==> src/acsi_pkg.sv <==
// package: register map, control fields, timing counts and frame states
package acsi_pkg;
  // ==========================================================
  // register byte offsets
  localparam logic [7:0] ADDR_CTRL = 8'h00;
  localparam logic [7:0] ADDR_BAUD = 8'h04;
  localparam logic [7:0] ADDR_TXDATA = 8'h08;
  localparam logic [7:0] ADDR_RXDATA = 8'h0C;
  localparam logic [7:0] ADDR_STATUS = 8'h10;
  localparam logic [7:0] ADDR_IRQ_STAT = 8'h14;
  localparam logic [7:0] ADDR_IRQ_MASK = 8'h18;
  localparam logic [7:0] ADDR_GPIO_DIR = 8'h1C;
  localparam logic [7:0] ADDR_GPIO_OUT = 8'h20;
  localparam logic [7:0] ADDR_GPIO_IN = 8'h24;
  // ==========================================================
  // control register fields
  localparam int CTRL_LEN_LSB = 0;
  localparam int CTRL_PAR_EN = 3;
  localparam int CTRL_PAR_ODD = 4;
  localparam int CTRL_STOP2 = 5;
  localparam int CTRL_ISO = 6;
  localparam int CTRL_TX_EN = 7;
  localparam int CTRL_RX_EN = 8;
  localparam int CTRL_TX_IE = 9;
  localparam int CTRL_RX_IE = 10;
  localparam int CTRL_WAKE_EN = 11;
  localparam int CTRL_WAKE_ADDR = 12;
  localparam int CTRL_SLEEP = 13;
  localparam int CTRL_CLK_OUT = 14;
  localparam int CTRL_PIN_FN = 15;
  // ==========================================================
  // interrupt status bits
  localparam int IRQ_TX = 0;
  localparam int IRQ_RX = 1;
  localparam int IRQ_ERR = 2;
  localparam int IRQ_BRK = 3;
  // ==========================================================
  // reset values and counts
  localparam logic [15:0] CTRL_RESET = 16'h0000;
  localparam logic [15:0] BAUD_RESET = 16'h0001;
  localparam logic [4:0] OS_ASYNC = 5'h10;
  localparam logic [4:0] OS_ISO = 5'h02;
  localparam logic [3:0] TX_GAP_BITS = 4'hB;
  localparam logic [3:0] RX_GAP_BITS = 4'hA;
  // ==========================================================
  // frame sequencer states
  typedef enum logic [6:0] {
    ST_IDLE = 7'h01,
    ST_GAP = 7'h02,
    ST_START = 7'h04,
    ST_DATA = 7'h08,
    ST_ADDR = 7'h10,
    ST_PAR = 7'h20,
    ST_STOP = 7'h40
  } acsi_state_t;
endpackage

==> src/acsi_top.sv <==
// serial interface top: apb registers, baud divider, buffers, pins, irq
//
// Our own choices: the APB interface to the registers and the address map.
`timescale 1ns/1ps
// Operation
// - one start bit, one to eight data
// - optional even, odd or no parity
// - one or two stop bits
// - sixteen bit software baud divisor
// - asynchronous or isosynchronous mode select
// - top rates: clock/16 async, /2 iso
// - detect break, parity, overrun, framing errors
// - holding buffers, per-path enable and interrupt
// - transmitter and receiver run independently
// - idle-line and address-bit wake-up
// - transmit buffer free flag
// - transmit shift register empty flag
// - receive buffer full flag
// - break seen flag
// - combined receive error flag
// - separate tx/rx interrupt enables, break apart
// - nrz bits held whole period
// - clock output in iso mode, pins usable as gpio
module acsi_top (
  input wire logic pclk,
  input wire logic presetn,
  input wire logic psel,
  input wire logic penable,
  input wire logic pwrite,
  input wire logic [7:0] paddr,
  input wire logic [31:0] pwdata,
  input wire logic [3:0] pstrb,
  output logic [31:0] prdata,
  output logic pready,
  output logic pslverr,
  output logic irq,
  input wire logic serial_tx_pin_in,
  output logic serial_tx_pin_out,
  output logic serial_tx_pin_oe_n,
  input wire logic serial_rx_pin_in,
  output logic serial_rx_pin_out,
  output logic serial_rx_pin_oe_n,
  input wire logic serial_bit_clock_pin_in,
  output logic serial_bit_clock_pin_out,
  output logic serial_bit_clock_pin_oe_n
);
  // ==========================================================
  // declarations
  logic [15:0] ctrl, next_ctrl, baud, next_baud, bcnt, next_bcnt;
  logic [7:0] txbuf, next_txbuf, rxbuf, next_rxbuf;
  logic txbuf_full, next_txbuf_full, txbuf_addr, next_txbuf_addr;
  logic rx_full, next_rx_full, rxbuf_addr, next_rxbuf_addr;
  logic pe, next_pe, fe, next_fe, ovr, next_ovr, brk, next_brk;
  logic [3:0] istat, next_istat, mask, next_mask, ev;
  logic [2:0] gdir, next_gdir, gout, next_gout, gin;
  logic [31:0] next_prdata, wv, rv;
  logic sclk, next_sclk;
  logic [2:0] next_pin_out, next_pin_oe_n;
  logic wr_now, rd_now, tick, tx_load, tx_busy, tx_line;
  logic rx_done, rx_perr, rx_ferr, rx_brk, rx_ab, rx_gap, rx_line;
  logic [7:0] rx_data;
  logic wake, is_addr, accept, iso, pin_fn;
  logic tx_buffer_free_flag, tx_empty_flag;
  logic rx_buffer_full_flag, break_seen_flag, rx_error_flag;
  logic [4:0] os;

  // ==========================================================
  // helpers
  function automatic logic [31:0] merge(input logic [31:0] old,
      input logic [31:0] nw, input logic [3:0] strb);
    for (int i = 0; i < 4; i++) begin
      merge[8*i +: 8] = strb[i] ? nw[8*i +: 8] : old[8*i +: 8];
    end
  endfunction

  function automatic logic mapped(input logic [7:0] a);
    case (a)
      acsi_pkg::ADDR_CTRL, acsi_pkg::ADDR_BAUD, acsi_pkg::ADDR_TXDATA,
      acsi_pkg::ADDR_RXDATA, acsi_pkg::ADDR_STATUS, acsi_pkg::ADDR_IRQ_STAT,
      acsi_pkg::ADDR_IRQ_MASK, acsi_pkg::ADDR_GPIO_DIR,
      acsi_pkg::ADDR_GPIO_OUT, acsi_pkg::ADDR_GPIO_IN: mapped = 1'b1;
      default: mapped = 1'b0;
    endcase
  endfunction

  // ==========================================================
  // apb handshake, zero wait states
  assign pready = 1'b1;
  assign pslverr = psel && penable && !mapped(paddr);
  assign wr_now = psel && penable && pwrite && mapped(paddr);
  assign rd_now = psel && penable && !pwrite && mapped(paddr);

  // ==========================================================
  // mode decode and flags
  assign iso = ctrl[acsi_pkg::CTRL_ISO];
  // async samples 16 times per bit, iso twice
  assign os = iso ? acsi_pkg::OS_ISO : acsi_pkg::OS_ASYNC;
  assign pin_fn = ctrl[acsi_pkg::CTRL_PIN_FN];
  assign wake = ctrl[acsi_pkg::CTRL_WAKE_EN];
  assign tx_buffer_free_flag = !txbuf_full;
  assign tx_empty_flag = !tx_busy;
  assign rx_buffer_full_flag = rx_full;
  assign break_seen_flag = brk;
  assign rx_error_flag = pe | fe | ovr | brk;
  assign gin = {serial_bit_clock_pin_in, serial_rx_pin_in,
    serial_tx_pin_in};
  assign rx_line = pin_fn ? serial_rx_pin_in : 1'b1;
  // idle shifter takes the held char on a tick: start bit is whole
  assign tx_load = txbuf_full && !tx_busy
    && ctrl[acsi_pkg::CTRL_TX_EN] && tick;
  // address char: gap before it, or address bit set
  assign is_addr = wake && (ctrl[acsi_pkg::CTRL_WAKE_ADDR] ? rx_ab
    : rx_gap);
  assign accept = rx_done && (!ctrl[acsi_pkg::CTRL_SLEEP] || is_addr);
  assign irq = |(istat & mask);

  // ==========================================================
  // baud divider
  assign tick = (bcnt == 16'h0000);

  always_comb begin
    next_bcnt = tick ? baud : bcnt - 16'h0001;
    next_sclk = 1'b1;
    // iso clock toggles each tick while shifting out
    if (iso && tx_busy) begin
      next_sclk = tick ? ~sclk : sclk;
    end
  end

  always_ff @(posedge pclk or negedge presetn) begin
    if (!presetn) begin
      bcnt <= 16'h0000;
      sclk <= 1'b1;
    end else begin
      bcnt <= next_bcnt;
      sclk <= next_sclk;
    end
  end

  // ==========================================================
  // shifters
  acsi_tx u_tx (
    .pclk(pclk),
    .presetn(presetn),
    .tick(tick),
    .os(os),
    .len(ctrl[acsi_pkg::CTRL_LEN_LSB +: 3]),
    .par_en(ctrl[acsi_pkg::CTRL_PAR_EN]),
    .par_odd(ctrl[acsi_pkg::CTRL_PAR_ODD]),
    .two_stop(ctrl[acsi_pkg::CTRL_STOP2]),
    .addr_mode(wake && ctrl[acsi_pkg::CTRL_WAKE_ADDR]),
    .load(tx_load),
    .load_data(txbuf),
    .load_addr(txbuf_addr),
    .load_gap(wake && !ctrl[acsi_pkg::CTRL_WAKE_ADDR] && txbuf_addr),
    .busy(tx_busy),
    .line(tx_line)
  );

  acsi_rx u_rx (
    .pclk(pclk),
    .presetn(presetn),
    .en(ctrl[acsi_pkg::CTRL_RX_EN]),
    .tick(tick),
    .os(os),
    .len(ctrl[acsi_pkg::CTRL_LEN_LSB +: 3]),
    .par_en(ctrl[acsi_pkg::CTRL_PAR_EN]),
    .par_odd(ctrl[acsi_pkg::CTRL_PAR_ODD]),
    .two_stop(ctrl[acsi_pkg::CTRL_STOP2]),
    .addr_mode(wake && ctrl[acsi_pkg::CTRL_WAKE_ADDR]),
    .line(rx_line),
    .done(rx_done),
    .data(rx_data),
    .perr(rx_perr),
    .ferr(rx_ferr),
    .brk(rx_brk),
    .addr_bit(rx_ab),
    .gap(rx_gap)
  );

  // ==========================================================
  // register file, buffers and event flags
  always_comb begin
    next_ctrl = ctrl;
    next_baud = baud;
    next_txbuf = txbuf;
    next_txbuf_full = txbuf_full;
    next_txbuf_addr = txbuf_addr;
    next_rxbuf = rxbuf;
    next_rx_full = rx_full;
    next_rxbuf_addr = rxbuf_addr;
    {next_pe, next_fe, next_ovr, next_brk} = {pe, fe, ovr, brk};
    next_istat = istat;
    next_mask = mask;
    next_gdir = gdir;
    next_gout = gout;
    wv = 32'h0000_0000;
    ev = 4'h0;
    if (tx_load) begin
      next_txbuf_full = 1'b0;
      ev[acsi_pkg::IRQ_TX] = ctrl[acsi_pkg::CTRL_TX_IE];
    end
    if (wr_now) begin
      case (paddr)
        acsi_pkg::ADDR_CTRL: begin
          wv = merge({16'h0000, ctrl}, pwdata, pstrb);
          next_ctrl = wv[15:0];
        end
        acsi_pkg::ADDR_BAUD: begin
          wv = merge({16'h0000, baud}, pwdata, pstrb);
          next_baud = wv[15:0];
        end
        acsi_pkg::ADDR_TXDATA: if (pstrb[0] && !txbuf_full) begin
          next_txbuf = pwdata[7:0];
          next_txbuf_addr = pwdata[8];
          next_txbuf_full = 1'b1;
        end
        acsi_pkg::ADDR_IRQ_MASK: if (pstrb[0]) next_mask = pwdata[3:0];
        acsi_pkg::ADDR_GPIO_DIR: if (pstrb[0]) next_gdir = pwdata[2:0];
        acsi_pkg::ADDR_GPIO_OUT: if (pstrb[0]) next_gout = pwdata[2:0];
        default: ;
      endcase
    end
    // read side effects; hardware sets below win
    if (rd_now && paddr == acsi_pkg::ADDR_RXDATA) begin
      next_rx_full = 1'b0;
      {next_pe, next_fe, next_ovr, next_brk} = 4'h0;
    end
    if (rd_now && paddr == acsi_pkg::ADDR_IRQ_STAT) begin
      next_istat = istat & ~prdata[3:0];
    end
    if (rx_done && rx_brk) begin
      next_brk = 1'b1;
      ev[acsi_pkg::IRQ_BRK] = 1'b1;
    end
    if (accept) begin
      if (next_rx_full) begin
        next_ovr = 1'b1;
      end else begin
        next_rxbuf = rx_data;
        next_rxbuf_addr = is_addr;
        next_rx_full = 1'b1;
      end
      next_pe = next_pe | rx_perr;
      next_fe = next_fe | rx_ferr;
      ev[acsi_pkg::IRQ_RX] = ctrl[acsi_pkg::CTRL_RX_IE];
      ev[acsi_pkg::IRQ_ERR] = ctrl[acsi_pkg::CTRL_RX_IE]
        && (rx_perr || rx_ferr || next_ovr);
    end
    next_istat = next_istat | ev;
  end

  // ==========================================================
  // read data, captured in the setup cycle
  always_comb begin
    rv = 32'h0000_0000;
    case (paddr)
      acsi_pkg::ADDR_CTRL: rv[15:0] = ctrl;
      acsi_pkg::ADDR_BAUD: rv[15:0] = baud;
      acsi_pkg::ADDR_TXDATA: rv[8:0] = {txbuf_addr, txbuf};
      acsi_pkg::ADDR_RXDATA: rv[8:0] = {rxbuf_addr, rxbuf};
      acsi_pkg::ADDR_STATUS: rv[7:0] = {fe, ovr, pe, rx_error_flag,
        break_seen_flag, rx_buffer_full_flag, tx_empty_flag,
        tx_buffer_free_flag};
      acsi_pkg::ADDR_IRQ_STAT: rv[3:0] = istat;
      acsi_pkg::ADDR_IRQ_MASK: rv[3:0] = mask;
      acsi_pkg::ADDR_GPIO_DIR: rv[2:0] = gdir;
      acsi_pkg::ADDR_GPIO_OUT: rv[2:0] = gout;
      acsi_pkg::ADDR_GPIO_IN: rv[2:0] = gin;
      default: ;
    endcase
    next_prdata = (psel && !penable && !pwrite) ? rv : prdata;
  end

  // ==========================================================
  // pin muxing: serial function or gpio
  always_comb begin
    next_pin_out = gout;
    next_pin_oe_n = ~gdir;
    if (pin_fn) begin
      next_pin_out[0] = tx_line;
      next_pin_oe_n[0] = 1'b0;
      next_pin_out[1] = 1'b1;
      next_pin_oe_n[1] = 1'b1;
      // clock pin drives only in iso mode when chosen
      next_pin_out[2] = sclk;
      next_pin_oe_n[2] = !(iso && ctrl[acsi_pkg::CTRL_CLK_OUT]);
    end
  end

  always_ff @(posedge pclk or negedge presetn) begin
    if (!presetn) begin
      ctrl <= acsi_pkg::CTRL_RESET;
      baud <= acsi_pkg::BAUD_RESET;
      txbuf <= 8'h00;
      {txbuf_full, txbuf_addr, rx_full, rxbuf_addr} <= 4'h0;
      rxbuf <= 8'h00;
      {pe, fe, ovr, brk} <= 4'h0;
      istat <= 4'h0;
      mask <= 4'h0;
      gdir <= 3'h0;
      gout <= 3'h0;
      prdata <= 32'h0000_0000;
      {serial_bit_clock_pin_out, serial_rx_pin_out,
        serial_tx_pin_out} <= 3'h7;
      {serial_bit_clock_pin_oe_n, serial_rx_pin_oe_n,
        serial_tx_pin_oe_n} <= 3'h7;
    end else begin
      ctrl <= next_ctrl;
      baud <= next_baud;
      txbuf <= next_txbuf;
      {txbuf_full, txbuf_addr} <= {next_txbuf_full, next_txbuf_addr};
      {rx_full, rxbuf_addr} <= {next_rx_full, next_rxbuf_addr};
      rxbuf <= next_rxbuf;
      {pe, fe, ovr, brk} <= {next_pe, next_fe, next_ovr, next_brk};
      istat <= next_istat;
      mask <= next_mask;
      gdir <= next_gdir;
      gout <= next_gout;
      prdata <= next_prdata;
      {serial_bit_clock_pin_out, serial_rx_pin_out,
        serial_tx_pin_out} <= next_pin_out;
      {serial_bit_clock_pin_oe_n, serial_rx_pin_oe_n,
        serial_tx_pin_oe_n} <= next_pin_oe_n;
    end
  end
endmodule

==> src/acsi_tx.sv <==
// transmit shift register and frame sequencer
`timescale 1ns/1ps
module acsi_tx (
  input wire logic pclk,
  input wire logic presetn,
  input wire logic tick,
  input wire logic [4:0] os,
  input wire logic [2:0] len,
  input wire logic par_en,
  input wire logic par_odd,
  input wire logic two_stop,
  input wire logic addr_mode,
  input wire logic load,
  input wire logic [7:0] load_data,
  input wire logic load_addr,
  input wire logic load_gap,
  output logic busy,
  output logic line
);
  acsi_pkg::acsi_state_t state, next_state;
  logic [4:0] cnt, next_cnt;
  logic [3:0] bitn, next_bitn;
  logic [7:0] sh, next_sh;
  logic par, next_par, addrb, next_addrb, next_line;
  logic bit_end;

  assign busy = (state != acsi_pkg::ST_IDLE);
  assign bit_end = tick && (cnt == os - 5'h01);

  always_comb begin
    next_state = state;
    next_cnt = cnt;
    next_bitn = bitn;
    next_sh = sh;
    next_par = par;
    next_addrb = addrb;
    if (tick) begin
      next_cnt = bit_end ? 5'h00 : cnt + 5'h01;
    end
    case (state)
      acsi_pkg::ST_IDLE: begin
        next_cnt = 5'h00;
        if (load) begin
          next_sh = load_data;
          next_addrb = load_addr;
          next_par = 1'b0;
          next_bitn = 4'h0;
          // idle-line wake: address char leads with a gap
          next_state = load_gap ? acsi_pkg::ST_GAP : acsi_pkg::ST_START;
        end
      end
      acsi_pkg::ST_GAP: if (bit_end) begin
        next_bitn = bitn + 4'h1;
        if (bitn == acsi_pkg::TX_GAP_BITS - 4'h1) begin
          next_bitn = 4'h0;
          next_state = acsi_pkg::ST_START;
        end
      end
      acsi_pkg::ST_START: if (bit_end) next_state = acsi_pkg::ST_DATA;
      acsi_pkg::ST_DATA: if (bit_end) begin
        next_sh = {1'b0, sh[7:1]};
        next_par = par ^ sh[0];
        next_bitn = bitn + 4'h1;
        if (bitn[2:0] == len) begin
          next_bitn = 4'h0;
          if (addr_mode) next_state = acsi_pkg::ST_ADDR;
          else if (par_en) next_state = acsi_pkg::ST_PAR;
          else next_state = acsi_pkg::ST_STOP;
        end
      end
      acsi_pkg::ST_ADDR: if (bit_end) begin
        next_state = par_en ? acsi_pkg::ST_PAR : acsi_pkg::ST_STOP;
      end
      acsi_pkg::ST_PAR: if (bit_end) next_state = acsi_pkg::ST_STOP;
      acsi_pkg::ST_STOP: if (bit_end) begin
        next_bitn = bitn + 4'h1;
        if (bitn[0] == two_stop) begin
          next_bitn = 4'h0;
          next_state = acsi_pkg::ST_IDLE;
        end
      end
      default: next_state = acsi_pkg::ST_IDLE;
    endcase
    // line level held for the whole bit
    case (next_state)
      acsi_pkg::ST_START: next_line = 1'b0;
      acsi_pkg::ST_DATA: next_line = next_sh[0];
      acsi_pkg::ST_ADDR: next_line = next_addrb;
      acsi_pkg::ST_PAR: next_line = next_par ^ par_odd;
      default: next_line = 1'b1;
    endcase
  end

  always_ff @(posedge pclk or negedge presetn) begin
    if (!presetn) begin
      state <= acsi_pkg::ST_IDLE;
      cnt <= 5'h00;
      bitn <= 4'h0;
      sh <= 8'h00;
      par <= 1'b0;
      addrb <= 1'b0;
      line <= 1'b1;
    end else begin
      state <= next_state;
      cnt <= next_cnt;
      bitn <= next_bitn;
      sh <= next_sh;
      par <= next_par;
      addrb <= next_addrb;
      line <= next_line;
    end
  end
endmodule

==> src/acsi_rx.sv <==
// receive shift register, frame checker and idle-gap detector
`timescale 1ns/1ps
module acsi_rx (
  input wire logic pclk,
  input wire logic presetn,
  input wire logic en,
  input wire logic tick,
  input wire logic [4:0] os,
  input wire logic [2:0] len,
  input wire logic par_en,
  input wire logic par_odd,
  input wire logic two_stop,
  input wire logic addr_mode,
  input wire logic line,
  output logic done,
  output logic [7:0] data,
  output logic perr,
  output logic ferr,
  output logic brk,
  output logic addr_bit,
  output logic gap
);
  acsi_pkg::acsi_state_t state, next_state;
  logic [4:0] cnt, next_cnt;
  logic [3:0] bitn, next_bitn, gapc, next_gapc;
  logic [7:0] sh, next_sh, next_data;
  logic par, next_par, pe, next_pe, fe, next_fe, zero, next_zero;
  logic ab, next_ab, gp, next_gp, armed, next_armed, next_done;
  logic bit_end;

  assign bit_end = tick && (cnt == os - 5'h01);

  always_comb begin
    next_state = state;
    next_cnt = cnt;
    next_bitn = bitn;
    next_gapc = gapc;
    next_sh = sh;
    next_par = par;
    next_pe = pe;
    next_fe = fe;
    next_zero = zero;
    next_ab = ab;
    next_gp = gp;
    next_armed = armed;
    next_done = 1'b0;
    next_data = data;
    case (state)
      acsi_pkg::ST_IDLE: if (!en) begin
        next_cnt = 5'h00;
      end else if (tick) begin
        if (!line && armed) begin
          next_state = acsi_pkg::ST_START;
          next_cnt = 5'h00;
          next_gp = (gapc == acsi_pkg::RX_GAP_BITS);
          next_gapc = 4'h0;
          next_bitn = 4'h0;
          {next_par, next_pe, next_fe, next_ab} = 4'h0;
          next_zero = 1'b1;
          next_armed = 1'b0;
        end else if (line) begin
          next_armed = 1'b1;
          next_cnt = bit_end ? 5'h00 : cnt + 5'h01;
          if (bit_end && gapc != acsi_pkg::RX_GAP_BITS) begin
            next_gapc = gapc + 4'h1;
          end
        end
      end
      acsi_pkg::ST_START: if (tick) begin
        // recheck the start bit at its middle
        next_cnt = cnt + 5'h01;
        if (cnt == (os >> 1) - 5'h01) begin
          next_cnt = 5'h00;
          next_state = line ? acsi_pkg::ST_IDLE : acsi_pkg::ST_DATA;
        end
      end
      acsi_pkg::ST_DATA, acsi_pkg::ST_ADDR, acsi_pkg::ST_PAR,
      acsi_pkg::ST_STOP: if (tick) begin
        next_cnt = bit_end ? 5'h00 : cnt + 5'h01;
        if (bit_end) begin
          if (state != acsi_pkg::ST_STOP || bitn == 4'h0) begin
            next_zero = zero & ~line;
          end
          if (state == acsi_pkg::ST_DATA) begin
            next_sh = {line, sh[7:1]};
            next_par = par ^ line;
            next_bitn = bitn + 4'h1;
            if (bitn[2:0] == len) begin
              next_bitn = 4'h0;
              if (addr_mode) next_state = acsi_pkg::ST_ADDR;
              else if (par_en) next_state = acsi_pkg::ST_PAR;
              else next_state = acsi_pkg::ST_STOP;
            end
          end else if (state == acsi_pkg::ST_ADDR) begin
            next_ab = line;
            next_state = par_en ? acsi_pkg::ST_PAR : acsi_pkg::ST_STOP;
          end else if (state == acsi_pkg::ST_PAR) begin
            next_pe = (par ^ par_odd) != line;
            next_state = acsi_pkg::ST_STOP;
          end else begin
            next_fe = fe | ~line;
            next_bitn = bitn + 4'h1;
            if (bitn[0] == two_stop) begin
              next_state = acsi_pkg::ST_IDLE;
              next_done = 1'b1;
              next_data = sh >> (3'h7 - len);
            end
          end
        end
      end
      default: next_state = acsi_pkg::ST_IDLE;
    endcase
  end

  always_ff @(posedge pclk or negedge presetn) begin
    if (!presetn) begin
      state <= acsi_pkg::ST_IDLE;
      cnt <= 5'h00;
      bitn <= 4'h0;
      gapc <= acsi_pkg::RX_GAP_BITS;
      sh <= 8'h00;
      {par, pe, fe, ab, gp, armed, done} <= 7'h00;
      zero <= 1'b0;
      data <= 8'h00;
      {perr, ferr, brk, addr_bit, gap} <= 5'h00;
    end else begin
      state <= next_state;
      cnt <= next_cnt;
      bitn <= next_bitn;
      gapc <= next_gapc;
      sh <= next_sh;
      {par, pe, fe, ab, gp, armed} <= {next_par, next_pe, next_fe, next_ab,
        next_gp, next_armed};
      zero <= next_zero;
      done <= next_done;
      data <= next_data;
      if (next_done) begin
        {perr, ferr, brk, addr_bit, gap} <= {next_pe, next_fe, next_zero,
          next_ab, next_gp};
      end
    end
  end
endmodule

==> config.mk <==
export PLATFORM = sky130hd
export DESIGN_NAME = acsi_top
export DESIGN_NICKNAME = d
export VERILOG_FILES = /design/src/acsi_pkg.sv /design/src/acsi_top.sv /design/src/acsi_tx.sv /design/src/acsi_rx.sv
export SDC_FILE = /design/constraint.sdc
export NUM_CORES = 1
export LEC_CHECK = 0
export BUFFER_PORTS_ARGS = -buffer_cell sky130_fd_sc_hd__buf_2
export CAP_MARGIN = 20
export CORE_MARGIN = 2
export CORE_UTILIZATION = 31
export CTS_BUF_LIST = sky130_fd_sc_hd__clkbuf_8
export DETAILED_ROUTE_END_ITERATION = 8
export PLACE_DENSITY = 0.43
export REMOVE_ABC_BUFFERS = 1
export SLEW_MARGIN = 30
export SYNTH_ARGS = -nofsm -noshare
export SYNTH_HDL_FRONTEND = slang
export SYNTH_HIERARCHICAL = 1
export SYNTH_SLANG_ARGS = --single-unit
==> constraint.sdc <==
create_clock -name pclk -period 6.55 [get_ports pclk]
set_clock_uncertainty 0.2 [all_clocks]
set_input_delay 1.6375 -clock pclk [delete_from_list [all_inputs] [get_ports pclk]]
set_output_delay 1.6375 -clock pclk [all_outputs]
set_load 0.02 [all_outputs]
# Word level (Yosys, flattened, before mapping)
# Index checks and enable logic that the tools add are counted.
# word_totals
register_bits,185
inputBits,52
output_inout_bits,41
elab_cells,374
# op_classes
add_sub_neg,9
eq_ne,58
n_shift,1
muxes,157
bitwise_logic,22
n_reduce_logical,73
# ops
op,count
7-bit 2-to-1 mux,24
4-bit 2-to-1 mux,21
1-bit 2-to-1 mux,75
5-bit 2-to-1 mux,12
7-bit case mux with 7 select lines,1
8-bit by 5-bit == test with 1-bit output (second input constant),4
3-bit case mux with 10 select lines,1
1-bit logical AND,27
3-bit AND reduction,9
7-bit by 3-bit == test with 1-bit output (second input constant),3
7-bit by 4-bit == test with 1-bit output (second input constant),3
7-bit by 5-bit == test with 1-bit output (second input constant),3
7-bit by 6-bit == test with 1-bit output (second input constant),3
7-bit case mux with 3 select lines,1
4-bit case mux with 5 select lines,1
8-bit by 4-bit == test with 1-bit output (second input constant),2
8-bit by 6-bit == test with 1-bit output (second input constant),2
16-bit logical NOT,1
16-bit 2-to-1 mux,1
8-bit 2-to-1 mux,2
4-bit case mux with 4 select lines,1
8-bit case mux with 2 select lines,1
16-bit by 1-bit subtractor with 16-bit output (second input constant),1
5-bit == test,3
54 further kinds,118

# Longest topological paths before layout
# depth
ltp_word,12
ltp_mapped,14
ltp_nobuf,12

# By module
# Netlist, hierarchy kept.
# by_module_without_submodules
module,n_inst,cells_each,area_per_inst_um2,seq_area_each_um2
acsi_top,1,468,5336.4,2737.6
acsi_rx,1,301,2982.9,1204.9
acsi_tx,1,205,1789.2,678.2

# Worst setup path before layout
# OpenSTA, ideal clock, no wires.
# synth_timing
kind,input to output
start,input port paddr[4]
end,output port pslverr
arrival_ns,2.443
t_required_ns,4.713
slack_ns,2.270
cell_stages,4
path_buffers,1
cell_sequence,buf_2 > o21ai_0 > nand3_1 > and3_1
# synth_via
elab_chain_cells,5
elab_cells_between_ends,14
classes_between,eq/ne: 9; mux: 1; reduce/logical: 4
# synth_lines
item,line,text
start: declaration,acsi_top.sv:30,"input wire logic [7:0] paddr,"
"8-bit by 4-bit == test with 1-bit output, or another cell as far along",acsi_top.sv:77,case (a)
10-bit OR reduction *,acsi_top.sv:77,
1-bit 2-to-1 mux *,acsi_top.sv:77,
1-bit logical NOT *,acsi_top.sv:89,assign pslverr = psel && penable && !mapped(paddr);
1-bit logical AND *,acsi_top.sv:89,
end: declaration,acsi_top.sv:35,"output logic pslverr,"
# Mark *: on every way between the ends. The rest lies on a longest branch, timed or not.

# Worst setup path in the final report
# layout_timing
start,input port paddr[1]
end,output port pslverr
# The elaborated chain is that of the path after synthesis.

==> flow_metrics.py <==
metrics = {
    "power_and_ir_drop": {
        "netSwitchingFraction_pct": 31.5,
        "max-vdd-ir-drop_mv": 0.122,
        "sequentialPowerShare_pct": 53.5,
        "power_frac_clock_pct": 33.1,
        "power_mw": 2.35,
        "power_per_cell_area_nw_per_um2": 209,
        "internal_power_mw": 1.61,
        "pwr-share-comb_pct": 13.5,
        "total_leakage_power_nw": 5.09,
        "p_sw_uw": 741,
    },
    "critical_path": {
        "critical_path.cell_chain": "buf_2 > nor2_1 > nand3_1 > and3_1 > buf_2",
        "critPathMaxFanout": 7,
        "ff2ff_setup_slack_ns": 2.39,
        "critical_path_class": "input pin to output pin",
        "reg2regPathDepth": 9,
        "cp_top_family": "simple AND/OR/NAND/NOR gates",
        "critPathMaxStageDelay_ns": 0.42,
        "regToRegEndpoint": "u_tx/bitn[2]$_DFFE_PN0P_",
        "critical_path_required_ns": 4.71,
        "timing.critical_path.from_type": "input pin",
        "critical_path.reg2reg.startpoint": "bcnt[6]$_DFF_PN0_",
        "critical_path_arrival_ns": 2.92,
        "critPathBufInv": 2,
        "critical-path-slowest-cell": "sky130_fd_sc_hd__nor2_1",
        "path_common_cell": "sky130_fd_sc_hd__buf_2",
        "endpoint_kind": "output pin",
    },
    "timing": {
        "worst_pin_slew_ns": 0.915,
        "setup_total_negative_slack_ns": 0,
        "achievable-frequency_mhz": 210,
        "unrepaired_setup_endpoints_after_global_routing": "false",
        "post-route-min-period_ns": 4.76,
        "whs_ns": 0.236,
        "max_slew_margin_pct": 38.7,
        "post-route-worst-setup-slack_ns": 1.79,
        "final_count_of_pins_violating_max_slew": 0,
        "layout_worst_path_cycle_share_pct": 72.7,
        "timing.final.hold_violations": 0,
        "setup_viol": 0,
    },
    "route": {
        "routed_wirelength_um": 27000,
        "total_via_count_after_detailed_routing": 7338,
        "final_antenna_net_count": 0,
        "via_per_inst": 4.90,
        "drtIter0Drc": 363,
        "drt_pass1_iterations": 5,
        "avgRoutedWirePerCell_um": 18.0,
        "post-route-drc-count": 0,
    },
    "grt": {
        "grt_pass1_vias": 7196,
        "antenna_found_initial": 0,
        "grt_util_all_layers_pct": 16.5,
        "pin_count_of_the_biggest_net_entering_global_routing": 100,
        "wire_length_of_the_first_global_routing_pass_um": 42600,
        "globalRouteOverflowTotal": 0,
    },
    "synthesis": {
        "synthDominantCellAreaShare_pct": 42.3,
        "syn_inst": 974,
        "synth_area_per_cell_um2": 10.4,
        "ys_warn_count": 6,
        "synth_seq_cells": 184,
        "async_reset_ff_share_pct": 100,
        "synthFlopType": "sky130_fd_sc_hd__dfrtp_1",
        "syn_area_um2": 10100,
        "synth_enable_flop_cells": 0,
        "synth-seq-area-share_pct": 45.7,
        "yosys-top-cells-count": "sky130_fd_sc_hd__dfrtp_1, sky130_fd_sc_hd__nand2_1, sky130_fd_sc_hd__mux2_2, sky130_fd_sc_hd__nor2_1, sky130_fd_sc_hd__o21ai_0",
        "unique_cell_type_count_in_the_yosys_netlist": 92,
        "yosysMostFrequentCell": "sky130_fd_sc_hd__dfrtp_1",
        "synth_area_leader_cell": "sky130_fd_sc_hd__dfrtp_1",
        "synth.top_cells.by_area": "sky130_fd_sc_hd__dfrtp_1, sky130_fd_sc_hd__mux2_2, sky130_fd_sc_hd__nand2_1, sky130_fd_sc_hd__dfstp_2, sky130_fd_sc_hd__nor2_1",
    },
    "flow_run": {
        "max_cap_violations": 0,
    },
    "layout": {
        "final_net_count": 1110,
        "final_core_util_pct": 34.8,
        "number_of_inserted_diodes": 0,
        "final_layout_size_suffix_gt1_share_pct": 22.9,
        "area_growth_syn_to_layout_pct": 11.1,
    },
    "cts": {
        "cts-buffers-inserted": 17,
        "post_cts_hold_buffer_count": 0,
        "clkTransAtPathRegs_ns": 0.10,
        "ctsRootBufferMaster": "sky130_fd_sc_hd__clkbuf_8",
        "clock_tree_from_tritoncts": "built",
        "post-cts-setup-buffer-count": 0,
        "max-clock-path-buffers": 2,
        "clock_insertion_delay_worst_skew_ns": 0.48,
        "post_cts_resized": 0,
        "htree_num_levels": 4,
        "clock_sink_count": 184,
    },
    "hold_path": {
        "hold-path-endpoint": "serial_tx_pin_oe_n$_DFF_PN1_",
        "min_path_cells": 1,
        "worst_hold_startpoint": "gdir[0]$_DFFE_PN0P_",
        "worst_hold_path_type": "flop to flop",
    },
    "die": {
        "die_area_um2": 34100,
        "die_w_um": 185,
        "die_height_um": 185,
        "fp.coreArea_um2": 32300,
        "initial_core_util_pct": 31.3,
        "placementRows": 66,
        "top_level_ports": 93,
    },
    "placement": {
        "place_congestion": 0.824,
        "hpwl_detailed_um": 19700,
        "pre_cts_slack_ns": 1.79,
        "io_buffer_count": 57,
    },
    "status": {
        "outcome": "finished, final reports clean",
    },
}
[how the worst max path moves through the flow]
stage                     slack, ns  startpoint  depth (start not counted)  endpoint
final                          1.79    paddr[1]                          5   pslverr
after global routing           1.67    paddr[1]                          5   pslverr
after CTS                      1.79    paddr[1]                          5   pslverr
after detailed placement       1.79    paddr[1]                          5   pslverr
after global placement         1.80    paddr[1]                          5   pslverr
after floorplan                2.33    paddr[1]                          3   pslverr
[flip-flops by register name, indices dropped and copies added (netlist names), 4 cells and up]
register,cells
u_rx/gapc,4
u_tx/sh,8
u_tx/state,7
prdata,16
istat,4
mask,4
u_rx/data,8
u_rx/cnt,5
rxbuf,8
u_rx/state,6
bcnt,16
u_tx/bitn,4
baud,16
u_rx/sh,8
u_tx/cnt,5
txbuf,8
ctrl,16
u_rx/bitn,4
[worst reg2reg max path: stages, from the launching register on]
cell and delay [ns]:
sky130_fd_sc_hd__dfrtp_1 0.45, sky130_fd_sc_hd__nor4_1 0.57, sky130_fd_sc_hd__nand3_1 0.20, sky130_fd_sc_hd__or2_2 0.45
sky130_fd_sc_hd__inv_1 0.42, sky130_fd_sc_hd__nand4_1 0.35, sky130_fd_sc_hd__a21oi_4 0.49, sky130_fd_sc_hd__a21oi_1 0.32
sky130_fd_sc_hd__or4b_1 0.57, sky130_fd_sc_hd__nand2_1 0.08
[kinds of logic (layout without fill, tap and decap cells)]
family	after synthesis	in the layout	synth area share (%)
fa+ha+maj	14	14	1.73
flops	184	184	45.7
compound gates	180	180	12.3
buf+inv	85	128	4.32
simple gates	349	349	18.9
xor+xnor	39	39	3.38
other cells	2	42	0.0743
mux	121	121	13.6
[layout by cell type, fill, tap and decap left out, types with 9 or more instances in the layout]
| master | synthesis | layout |
|---|---|---|
| sky130_fd_sc_hd__ha_1 | 14 | 14 |
| sky130_fd_sc_hd__xor2_1 | 12 | 12 |
| sky130_fd_sc_hd__a22o_1 | 10 | 10 |
| sky130_fd_sc_hd__nand3_1 | 31 | 31 |
| sky130_fd_sc_hd__nand2_1 | 95 | 95 |
| sky130_fd_sc_hd__o31ai_1 | 14 | 14 |
| sky130_fd_sc_hd__buf_2 | 8 | 56 |
| sky130_fd_sc_hd__nor3_1 | 22 | 22 |
| sky130_fd_sc_hd__mux2_2 | 91 | 91 |
| sky130_fd_sc_hd__nor2_1 | 73 | 73 |
| sky130_fd_sc_hd__and3_1 | 9 | 9 |
| sky130_fd_sc_hd__nor2b_1 | 15 | 15 |
| sky130_fd_sc_hd__dfrtp_1 | 171 | 171 |
| sky130_fd_sc_hd__dfstp_2 | 13 | 13 |
| sky130_fd_sc_hd__clkbuf_8 | 0 | 18 |
| sky130_fd_sc_hd__xnor2_1 | 27 | 27 |
| sky130_fd_sc_hd__mux2i_1 | 26 | 26 |
| sky130_fd_sc_hd__nand2b_1 | 20 | 20 |
| sky130_fd_sc_hd__inv_1 | 35 | 35 |
| sky130_fd_sc_hd__a221oi_1 | 9 | 9 |
| sky130_fd_sc_hd__nand4_1 | 9 | 9 |
| sky130_fd_sc_hd__a21oi_1 | 34 | 34 |
| sky130_fd_sc_hd__conb_1 | 2 | 42 |
| sky130_fd_sc_hd__o21ai_0 | 52 | 52 |
[stage by stage]
| step | area, um^2 | instances |
|---|---|---|
| after detailed placement | 10800 | 1467 |
| after global routing | 11200 | 1499 |
| after CTS | 11200 | 1499 |
| after global placement | 10800 | 1467 |
| final | 11200 | 1499 |
| after floorplan | 9950 | 964 |
[power groups by stage]
stage                     clock, mW  sequential [mW]  combinational, mW
after floorplan                   0             1.28              0.201
after global placement            0             1.28              0.321
after detailed placement          0             1.28              0.320
after CTS                     0.807             1.26              0.322
after global routing          0.854             1.27              0.360
final                         0.778             1.26              0.317
[final cells by class]
type | count | area [um^2]
clock inverters | 15 | 151
multi-input cells | 745 | 5200
well taps | 442 | 553
flip-flops and latches | 184 | 4620
clock buffers | 17 | 234
fillers | 3316 | 21100
inverters | 35 | 131
repair buffers | 61 | 337
[routing by layer]
| metal | global-route usage (%) | up-vias | part of all wire, % |
|---|---|---|---|
| li1 | - | 3593 | - |
| met2 | 26.8 | 121 | 47 |
| met4 | 5.54 | 0 | 2.3 |
| met5 | 0 | - | 0 |
| met1 | 22.2 | 3598 | 47 |
| met3 | 2.83 | 26 | 3.2 |
Note: power is estimated with default switching activity, not from simulation.
